**config.mk**
```make
export PLATFORM = sky130hd
export DESIGN_NAME = mod_decode
export DESIGN_NICKNAME = d
export VERILOG_FILES = /design/src/mod_pkg.sv /design/src/mod_decode.sv
export SDC_FILE = /design/constraint.sdc
export NUM_CORES = 1
export LEC_CHECK = 0
export ABC_AREA = 1
export BUFFER_PORTS_ARGS = -buffer_cell sky130_fd_sc_hd__buf_2
export CELL_PAD_IN_SITES_DETAIL_PLACEMENT = 0
export CELL_PAD_IN_SITES_GLOBAL_PLACEMENT = 1
export CORE_ASPECT_RATIO = 1.2
export CORE_MARGIN = 2
export CORE_UTILIZATION = 31
export CTS_BUF_LIST = sky130_fd_sc_hd__clkbuf_8 sky130_fd_sc_hd__clkbuf_16
export CTS_CLUSTER_DIAMETER = 120
export DETAILED_ROUTE_END_ITERATION = 6
export PLACE_DENSITY_LB_ADDON = 0.1
export SYNTH_ARGS = -nofsm -noshare
export SYNTH_HDL_FRONTEND = slang
export SYNTH_SLANG_ARGS = --single-unit
```
**constraint.sdc**
```tcl
create_clock -name ref_clk -period 1.5 [get_ports ref_clk]
set_clock_uncertainty 0.1 [all_clocks]
set_input_delay 0.3 -clock ref_clk [delete_from_list [all_inputs] [get_ports ref_clk]]
set_output_delay 0.3 -clock ref_clk [all_outputs]
set_load 0.005 [all_outputs]
```
**src/mod_pkg.sv**
```systemverilog
package mod_pkg;
  localparam int INSN_W = 14;
  localparam int DATA_W = 8;
  localparam int ADDR_W = 7;
  localparam int TARGET_BIT = 7;
  localparam int LIT_HI = 7;
  localparam int FIELD_HI = 13;
  localparam int FIELD_LO = 8;
  // upper six bits of the instruction word per opcode, upper four for the literal load
  localparam logic [5:0] OP_OR_REG = 6'h04;
  localparam logic [5:0] OP_COPY_REG = 6'h08;
  localparam logic [5:0] OP_STORE_ACC = 6'h00;
  localparam logic [3:0] OP_LOAD_LIT_HI = 4'hC;
  localparam logic [DATA_W-1:0] ACC_RESET = 8'h00;
  localparam logic ZERO_RESET = 1'b0;

  typedef enum logic [1:0] {
    MOD_IDLE  = 2'b00,
    MOD_WRITE = 2'b01
  } mod_state_t;

  typedef struct packed {
    logic              valid;
    logic [INSN_W-1:0] word;
  } mod_insn_t;

  typedef struct packed {
    logic              we;
    logic [ADDR_W-1:0] addr;
    logic [DATA_W-1:0] data;
  } mod_wr_t;
endpackage

```
**src/mod_decode.sv**
```systemverilog
`timescale 1ns/100ps
module mod_decode
  import mod_pkg::*;
(
  // clock and reset
  input  wire logic                ref_clk,
  input  wire logic                resetn,
  input  wire logic                clk_en,
  // instruction stream
  input  wire mod_insn_t           insn,
  output logic                     insn_ready,
  // register file
  output logic [ADDR_W-1:0]        rd_addr,
  input  wire logic [DATA_W-1:0]   rd_data,
  output mod_wr_t                  wr,
  // core state
  output logic [DATA_W-1:0]        accumulator_reg,
  output logic                     result_null_flag,
  output logic                     decode_hit
);

  // opcode recognisers, shared by the datapath and the hit flag
  function automatic logic is_or_op(
    input logic [INSN_W-1:0] w
  );
    return w[FIELD_HI:FIELD_LO] == OP_OR_REG;
  endfunction

  function automatic logic is_copy_op(
    input logic [INSN_W-1:0] w
  );
    return w[FIELD_HI:FIELD_LO] == OP_COPY_REG;
  endfunction

  // store form has the target bit forced high; low target is another op
  function automatic logic is_store_op(
    input logic [INSN_W-1:0] w
  );
    return (w[FIELD_HI:FIELD_LO] == OP_STORE_ACC) & w[TARGET_BIT];
  endfunction

  // only the top four bits are compared, so the don't-cares never matter
  function automatic logic is_load_lit(
    input logic [INSN_W-1:0] w
  );
    return w[FIELD_HI:FIELD_LO+2] == OP_LOAD_LIT_HI;
  endfunction

  function automatic logic is_known_op(
    input logic [INSN_W-1:0] w
  );
    return is_or_op(w) | is_copy_op(w) | is_store_op(w)
           | is_load_lit(w);
  endfunction

  // instruction fields
  wire logic [INSN_W-1:0] word;
  wire logic              take;
  wire logic              result_target_bit;
  wire logic [ADDR_W-1:0] file_addr;
  wire logic [DATA_W-1:0] lit_value;

  assign word              = insn.word;
  assign take              = insn.valid & clk_en;
  assign result_target_bit = word[TARGET_BIT];
  assign file_addr         = word[ADDR_W-1:0];
  assign lit_value         = word[LIT_HI:0];

  // opcode classes
  wire logic is_or;
  wire logic is_copy;
  wire logic is_store;
  wire logic is_lit;
  wire logic alu_op;
  wire logic known_op;

  assign is_or    = is_or_op(word);
  assign is_copy  = is_copy_op(word);
  assign is_store = is_store_op(word);
  assign is_lit   = is_load_lit(word);
  assign alu_op   = is_or | is_copy;
  assign known_op = is_known_op(word);

  // datapath
  wire logic [DATA_W-1:0] or_result;
  wire logic [DATA_W-1:0] any_set;
  wire logic [DATA_W-1:0] alu_result;
  wire logic              alu_zero;

  genvar gi;
  genvar gj;

  generate
    for (gi = 0; gi < DATA_W; gi++) begin : g_or_bit
      assign or_result[gi] = accumulator_reg[gi] | rd_data[gi];
    end
  endgenerate

  // copy passes the read value straight through
  assign alu_result = is_or ? or_result : rd_data;

  // an or-chain over the result tells zero; bit 0 seeds it
  assign any_set[0] = alu_result[0];
  generate
    for (gj = 1; gj < DATA_W; gj++) begin : g_zero_chain
      assign any_set[gj] = any_set[gj-1] | alu_result[gj];
    end
  endgenerate
  assign alu_zero = ~any_set[DATA_W-1];

  // destination routing
  wire logic              to_acc;
  wire logic              to_reg;
  wire logic              acc_from_alu;
  wire logic              acc_from_lit;
  wire logic              flag_load;
  wire logic              wr_load;
  wire logic [DATA_W-1:0] wr_value;

  assign to_acc       = alu_op & ~result_target_bit;
  assign to_reg       = (alu_op & result_target_bit) | is_store;
  assign acc_from_alu = take & to_acc;
  assign acc_from_lit = take & is_lit;
  assign flag_load    = take & alu_op;
  assign wr_load      = take & to_reg;
  assign wr_value     = is_store ? accumulator_reg : alu_result;

  // next-state values
  logic [DATA_W-1:0] next_acc;
  logic              next_zero;
  logic [ADDR_W-1:0] next_wr_addr;
  logic [DATA_W-1:0] next_wr_data;
  logic              next_hit;

  // literal and register ops never share a word, so the order is free
  assign next_acc     = acc_from_lit ? lit_value
                      : acc_from_alu ? alu_result
                      : accumulator_reg;
  assign next_zero    = flag_load ? alu_zero : result_null_flag;
  assign next_wr_addr = wr_load ? file_addr : '0;
  assign next_wr_data = wr_load ? wr_value : '0;
  assign next_hit     = take & known_op;

  // write stage
  mod_state_t        wr_state;
  mod_state_t        next_wr_state;
  logic [ADDR_W-1:0] wr_addr_q;
  logic [DATA_W-1:0] wr_data_q;

  always_comb begin
    next_wr_state = MOD_IDLE;
    case (wr_state)
      MOD_IDLE: begin
        next_wr_state = wr_load ? MOD_WRITE : MOD_IDLE;
      end
      // a new write may follow the last one straight away
      MOD_WRITE: begin
        next_wr_state = wr_load ? MOD_WRITE : MOD_IDLE;
      end
      default: begin
        next_wr_state = MOD_IDLE;
      end
    endcase
  end

  // the pulse comes from the state flop, address and data from their own
  assign wr = {wr_state == MOD_WRITE, wr_addr_q, wr_data_q};

  // the register file reads combinationally, so every op is single cycle
  assign insn_ready = clk_en;
  assign rd_addr    = file_addr;

  always_ff @(posedge ref_clk) begin
    if (!resetn) begin
      accumulator_reg <= ACC_RESET;
    end else if (clk_en) begin
      accumulator_reg <= next_acc;
    end
  end

  always_ff @(posedge ref_clk) begin
    if (!resetn) begin
      result_null_flag <= ZERO_RESET;
    end else if (clk_en) begin
      result_null_flag <= next_zero;
    end
  end

  always_ff @(posedge ref_clk) begin
    if (!resetn) begin
      wr_state <= MOD_IDLE;
    end else if (clk_en) begin
      wr_state <= next_wr_state;
    end
  end

  always_ff @(posedge ref_clk) begin
    if (!resetn) begin
      wr_addr_q <= '0;
      wr_data_q <= '0;
    end else if (clk_en) begin
      wr_addr_q <= next_wr_addr;
      wr_data_q <= next_wr_data;
    end
  end

  always_ff @(posedge ref_clk) begin
    if (!resetn) begin
      decode_hit <= 1'b0;
    end else if (clk_en) begin
      decode_hit <= next_hit;
    end
  end
endmodule

```
==> results_dict.tcl, run 1 <==
set metrics [dict create \
    grt_first_pass_wirelength_mm 6.09 \
    finalMaxSlewViolations 0 \
    wire_per_inst_um 11.7 \
    seq_area_frac_synth 0.388 \
    cts.repair.resized 0 \
    relSlewSlack 0.821 \
    ios 60 \
    syn-cell-area_um2 1340 \
    place.gp.congestion 0.745 \
    htree_levels 1 \
    synth_ff_type "dfxtp_1" \
    status "completed" \
    yosysMostFrequentCell "nand2_1" \
    clockRootBuffer "clkbuf_8" \
    synthTopCellsByArea "dfxtp_1 (39%), nand2_1 (13%), nor2_1 (9.0%), a21oi_1 (8.2%), buf_4 (6.7%)" \
    power_density_nw_per_um2 799 \
    post-cts-setup-buffers 0 \
    dp_slack_ns -0.0265 \
    synth_cell_type_count 23 \
    coreArea_um2 4200 \
    crit_top_cell "nor2_1" \
    cts_buffers 3 \
    start_util 0.320 \
    worst_pin_slew_ns 0.267 \
    rsz0062_at_grt "false" \
    drt_iter0_markers 82 \
    hold_class "input pin to flip-flop" \
    hpwl_mm 2.80 \
    via_per_inst 4.39 \
    crit_type "input pin to flip-flop" \
    yosysTopAreaCellShare 0.388 \
    period_minus_slack_ns 1.23 \
    path_cells "buf_2 > nor2_2 > buf_4 > nand3_2 > nor2_1 > nor2_1 > o21ai_0 > nor2_1 > nor2_1" \
    cpPeakStageDelay_ns 0.18 \
    die_h_um 76.1 \
    num-nets-final 283 \
    synth_edf_count 0 \
    cts_tree "built" \
    setup_viol 0 \
    syn-num-nets 221 \
    peakVddDrop_v 0.000346 \
    cp.arrival_ns 1.35 \
    required_ns 1.62 \
    hold_violations 0 \
    cp_max_fo 8 \
    cp-end-kind "flip-flop" \
    max_freq_mhz 813 \
    finalCritPeriodShare 0.820 \
    antenna_cells 0 \
    ctsHoldBuffers 0 \
    wirelength_mm 3.66 \
    grt_max_degree 17 \
    synthTopCellsByCount "nand2_1 (48), nor2_1 (32), dfxtp_1 (26), a21oi_1 (22)" \
    cp_slowest_cell "nand3_2" \
    p_leak_nw 0.851 \
    drc 0 \
    clockBufferDepth 2 \
    first_pass_iters 4 \
    clk_pin_slew_worst_paths_ns 0.10 \
    yosys_warnings 0 \
    fin_ws_ns 0.270 \
    port_buffers 59 \
    ys_ff_latch 26 \
    clk-insertion-delay-late_ns 0.27 \
    start_kind "input pin" \
    die_width_um 64.0 \
    maxCapViolCount 0 \
    fin_cells 312 \
    dieArea_um2 4870 \
    drive_gt1_frac 0.340 \
    antenna_found_initial 0 \
    ant_nets 0 \
    cts.sinks 26 \
    grt_pass1_vias 1280 \
    syn_to_final_growth_pct 35.9 \
    row_count 26 \
    overflow 0 \
    vias 1370 \
    postSynthCellCount 195 \
    syn_area_per_cell_um2 6.88 \
    place_inst 308 \
    yosys.area.top_type "dfxtp_1" \
    grtUsageTotal 0.155 \
    synthArstFlopShare 0 \
]
-- power breakdown --
group	switching [mW]	internal [mW]	total, mW
Sequential	0.00449	0.695	0.700
Combinational	0.0915	0.0717	0.163
Clock	0.236	0.357	0.594
Total	0.332	1.12	1.46
-- layout by cell type, fill, tap and decap left out --
| cell | netlist | layout |
|---|---|---|
| bufinv_16 | 0 | 1 |
| nor2_4 | 2 | 2 |
| nor2_2 | 1 | 1 |
| nor2_1 | 32 | 32 |
| clkbuf_8 | 0 | 3 |
| nand4_1 | 2 | 2 |
| o21ai_1 | 3 | 3 |
| inv_2 | 3 | 3 |
| nor3_4 | 1 | 1 |
| buf_4 | 12 | 9 |
| o21ai_0 | 11 | 11 |
| inv_1 | 12 | 12 |
| nand3_1 | 1 | 1 |
| o211ai_1 | 8 | 8 |
| dfxtp_1 | 26 | 26 |
| a21oi_1 | 22 | 22 |
| buf_12 | 0 | 4 |
| buf_2 | 1 | 59 |
| nand2_2 | 1 | 1 |
| nand4_2 | 1 | 1 |
| nor3_1 | 1 | 1 |
| a211oi_1 | 1 | 1 |
| clkinv_1 | 2 | 2 |
| nand3_2 | 2 | 2 |
| nand2_1 | 48 | 48 |
-- routing by layer --
layer / vias up / track usage / routed length, um / share of wire
li1: 746 / - / - / -
met1: 581 / 0.222 / 1780 / 0.49
met2: 41 / 0.242 / 1650 / 0.45
met3: 2 / 0.0266 / 209 / 0.057
met4: 0 / 0.0326 / 17 / 0.0046
met5: - / 0 / 0 / 0
-- worst max-delay path: cells and delay by family --
family,cells,cell delay [ns]
and+or+nand+nor,6,0.67
buffers and inverters,2,0.22
AOI/OAI and AO/OA,1,0.15
-- path summary, 6_finish.rpt --
check                          start  slack, ns            endpoint  cells past startpoint
setup / recovery             insn[9]       0.27  accumulator_reg[1]                      9
hold / removal               insn[2]       0.18        wr_addr_q[2]                      3
setup reg to reg  accumulator_reg[4]       0.34    result_null_flag                      7
hold reg to reg         wr_addr_q[5]       0.36        wr_addr_q[5]                      2
-- cells by family (layout without fill, tap and decap cells) --
kind of cell	after synthesis	count (layout)	share of synthesized area
AOI/OAI and AO/OA	45	45	0.185
DFF	26	26	0.388
buffers and inverters	32	93	0.124
and+or+nand+nor	92	92	0.303
-- area by class of cell --
| class | count | area, um2 |
|---|---|---|
| tap | 56 | 70.1 |
| clock buffer | 3 | 41.3 |
| multi-input combinational | 137 | 654 |
| sequential | 26 | 520 |
| timing repair buffer | 72 | 443 |
| clock inverter | 1 | 30.0 |
| inverter | 17 | 63.8 |
| fill | 475 | 2370 |
-- stage by stage --
step           TNS (ns)  utilization  instance area (um2)  power [mW]  hold WS, ns
2_1_floorplan         0            -                 1340       0.800        0.327
3_3_place_gp    -0.0904        0.417                 1750       0.881        0.350
3_5_place_dp     -0.132        0.417                 1750       0.881        0.352
4_1_cts               0        0.434                 1820        1.47        0.180
5_1_grt               0        0.434                 1820        1.51        0.188
6_report              0        0.434                 1820        1.46        0.184
No activity file was read; power rests on OpenSTA's default activity.
==> run 2: changes to the inputs <==
--- a/config.mk
+++ b/config.mk
@@ -5,13 +5,13 @@
 export SDC_FILE = /design/constraint.sdc
 export NUM_CORES = 1
 export LEC_CHECK = 0
-export ABC_AREA = 1
+export ABC_AREA = 0
 export BUFFER_PORTS_ARGS = -buffer_cell sky130_fd_sc_hd__buf_2
 export CELL_PAD_IN_SITES_DETAIL_PLACEMENT = 0
 export CELL_PAD_IN_SITES_GLOBAL_PLACEMENT = 1
 export CORE_ASPECT_RATIO = 1.2
 export CORE_MARGIN = 2
-export CORE_UTILIZATION = 31
+export CORE_UTILIZATION = 33
 export CTS_BUF_LIST = sky130_fd_sc_hd__clkbuf_8 sky130_fd_sc_hd__clkbuf_16
 export CTS_CLUSTER_DIAMETER = 120
 export DETAILED_ROUTE_END_ITERATION = 6
==> constraint.sdc (replaced) <==
create_clock -name ref_clk -period 1.2 [get_ports ref_clk]
set_clock_uncertainty 0.1 [all_clocks]
set_input_delay 0.24 -clock ref_clk [delete_from_list [all_inputs] [get_ports ref_clk]]
set_output_delay 0.24 -clock ref_clk [all_outputs]
set_load 0.005 [all_outputs]
==> results_dict.tcl, run 2 <==
set metrics [dict create \
    vias 1479 \
    ios 60 \
    most-common-layout-cells "buf_2 (48), buf_4 (28), buf_6 (22)" \
    die_width_um 62.4 \
    ys_ff_latch 26 \
    synthTopCellsByCount "dfxtp_1 (26), nand2_1 (11), a21oi_1 (9), buf_4 (9)" \
    maxCapViolCount 0 \
    relSlewSlack 0.647 \
    cp-endpoint "accumulator_reg[3]" \
    hpwl_mm 3.39 \
    violations "setup timing" \
    design_area_um2 2230 \
    clk-insertion-delay-late_ns 0.26 \
    fillers 380 \
    htree_levels 1 \
    fin_tns_setup_ns -4.67 \
    yosysMostFrequentCell "dfxtp_1" \
    first_pass_iters 4 \
    path_cells "buf_6 > buf_6 > nor4_4 > buf_4 > buf_4 > nand4_1 > o221ai_2 > a211oi_2" \
    grt_first_pass_wirelength_mm 6.44 \
    seq_area_frac_synth 0.385 \
    via_per_inst 5.08 \
    finalMaxSlewViolations 0 \
    fin_cells 291 \
    p_leak_nw 0.973 \
    cp.arrival_ns 1.48 \
    cp_max_fo 3 \
    clockRootBuffer "clkbuf_8" \
    grt_pass1_vias 1353 \
    synthTopCellsByArea "dfxtp_1 (38%), buf_4 (5.0%), a22o_1 (4.5%), a211oi_2 (3.7%), a21oi_1 (3.3%)" \
    num-nets-final 264 \
    yosys_warnings 0 \
    dpl_cell_area_um2 1890 \
    hold_class "input pin to flip-flop" \
    synth_cell_type_count 38 \
    clk_pin_slew_worst_paths_ns 0.09 \
    min_from "insn[0]" \
    peakVddDrop_v 0.000590 \
    dp_slack_ns -0.600 \
    postSynthCellCount 148 \
    crit_type "input pin to flip-flop" \
    r2r-start "accumulator_reg[0]" \
    start_kind "input pin" \
    final_common_cell "buf_2" \
    syn_to_final_growth_pct 64.8 \
    cpPeakStageDelay_ns 0.25 \
    hold_violations 0 \
    finalCritPeriodShare 1.19 \
    yosysTopAreaCellShare 0.385 \
    critPathLaunch "insn[8]" \
    antenna_cells 0 \
    syn-num-nets 174 \
    hold_slack_ns 0.131 \
    totalPowerFinal_mw 1.90 \
    r2r_end "result_null_flag" \
    worst_pin_slew_ns 0.528 \
    status "complete, but fails checks" \
    period_minus_slack_ns 1.43 \
    cts.sinks 26 \
    synth_edf_count 0 \
    drive_gt1_frac 0.574 \
    drc 0 \
    clockBufferDepth 2 \
    power_density_nw_per_um2 851 \
    grt_max_degree 16 \
    setup_viol 26 \
    wirelength_mm 4.42 \
    final_util 0.565 \
    yosys.area.top_type "dfxtp_1" \
    coreArea_um2 3940 \
    wire_per_inst_um 15.2 \
    rsz0062_at_grt "true" \
    start_util 0.343 \
    place_inst 282 \
    overflow 0 \
    max_freq_mhz 699 \
    cts_tree "built" \
    port_buffers 59 \
    synthArstFlopShare 0 \
    place.gp.congestion 0.802 \
    row_count 25 \
    fin_ws_ns -0.231 \
    ctsHoldBuffers 0 \
    dieArea_um2 4630 \
    syn-cell-area_um2 1350 \
    grtUsageTotal 0.180 \
    cp_slowest_cell "nor4_4" \
    syn_area_per_cell_um2 9.14 \
    rr_worst_depth 4 \
    die_h_um 74.1 \
    required_ns 1.25 \
    antenna_found_initial 0 \
    r2r_setup_slack_ns -0.04 \
    synth_ff_type "dfxtp_1" \
    cp-end-kind "flip-flop" \
    ant_nets 0 \
    cts_buffers 3 \
    drt_iter0_markers 43 \
]
run 2: cell types whose count changed after synthesis, moves of 5 or more:
cell | before | now
o21a_1 | 0 | 6
nor2_1 | 32 | 2
a2bb2oi_1 | 0 | 5
a21boi_0 | 0 | 6
a22o_1 | 0 | 7
nor2b_1 | 0 | 6
inv_1 | 12 | 3
nand2_1 | 48 | 11
nand3_1 | 1 | 7
o211ai_1 | 8 | 0
a21oi_1 | 22 | 9
a31oi_1 | 0 | 5
run 2: logic make-up after synthesis:
| group | count (synthesis) | synth area share |
|---|---|---|
| AOI/OAI and AO/OA | 58 | 0.317 |
| xor gates and xnor gates | 1 | 0.00648 |
| buffers and inverters | 18 | 0.0925 |
| DFF | 26 | 0.385 |
| and+or+nand+nor | 45 | 0.199 |
run 2: area by class of cell:
type	count	area, um2	area share
flip-flops and latches	26	531	0.238
clock buffers	3	41.3	0.0185
repair buffers	100	743	0.334
multi-input cells	104	805	0.361
well taps	54	67.6	0.0303
clock inverters	1	30.0	0.0135
inverters	3	11.3	0.00505
run 2: timing repair:
item | 4_1_cts | 5_1_grt
gates resized for setup | 33 | 20
pin swaps | 21 | 10
setup endpoints to repair | 30 | 34
gates cloned | 0 | 1
buffers inserted | 1 | 4
run 2: worst min path at each step:
stage | cells past startpoint | endpoint
after floorplan | 1 | wr_addr_q[0]
after global routing | 2 | wr_addr_q[0]
after CTS | 2 | wr_addr_q[1]
after detailed placement | 2 | wr_data_q[0]
final | 2 | wr_addr_q[0]
after global placement | 2 | wr_data_q[6]
run 2: power by group:
part / leakage, nW / internal [mW] / switching, mW / total (mW)
logic: 0.724 / 0.162 / 0.151 / 0.313
registers: 0.214 / 0.867 / 0.00365 / 0.871
clock network: 0.0357 / 0.446 / 0.267 / 0.712
run 2: routing by layer:
metal | up-vias | global-route usage | wire, um
met5 | - | 0 | 0
met4 | 0 | 0.0543 | 61
met3 | 6 | 0.0272 | 243
met2 | 52 | 0.350 | 2260
met1 | 691 | 0.206 | 1860
li1 | 730 | - | -
run 2: critical path, delay by kind of cell:
kind	cells	cell delay, ns
buf+inv	4	0.51
simple gates	2	0.45
compound gates	2	0.29
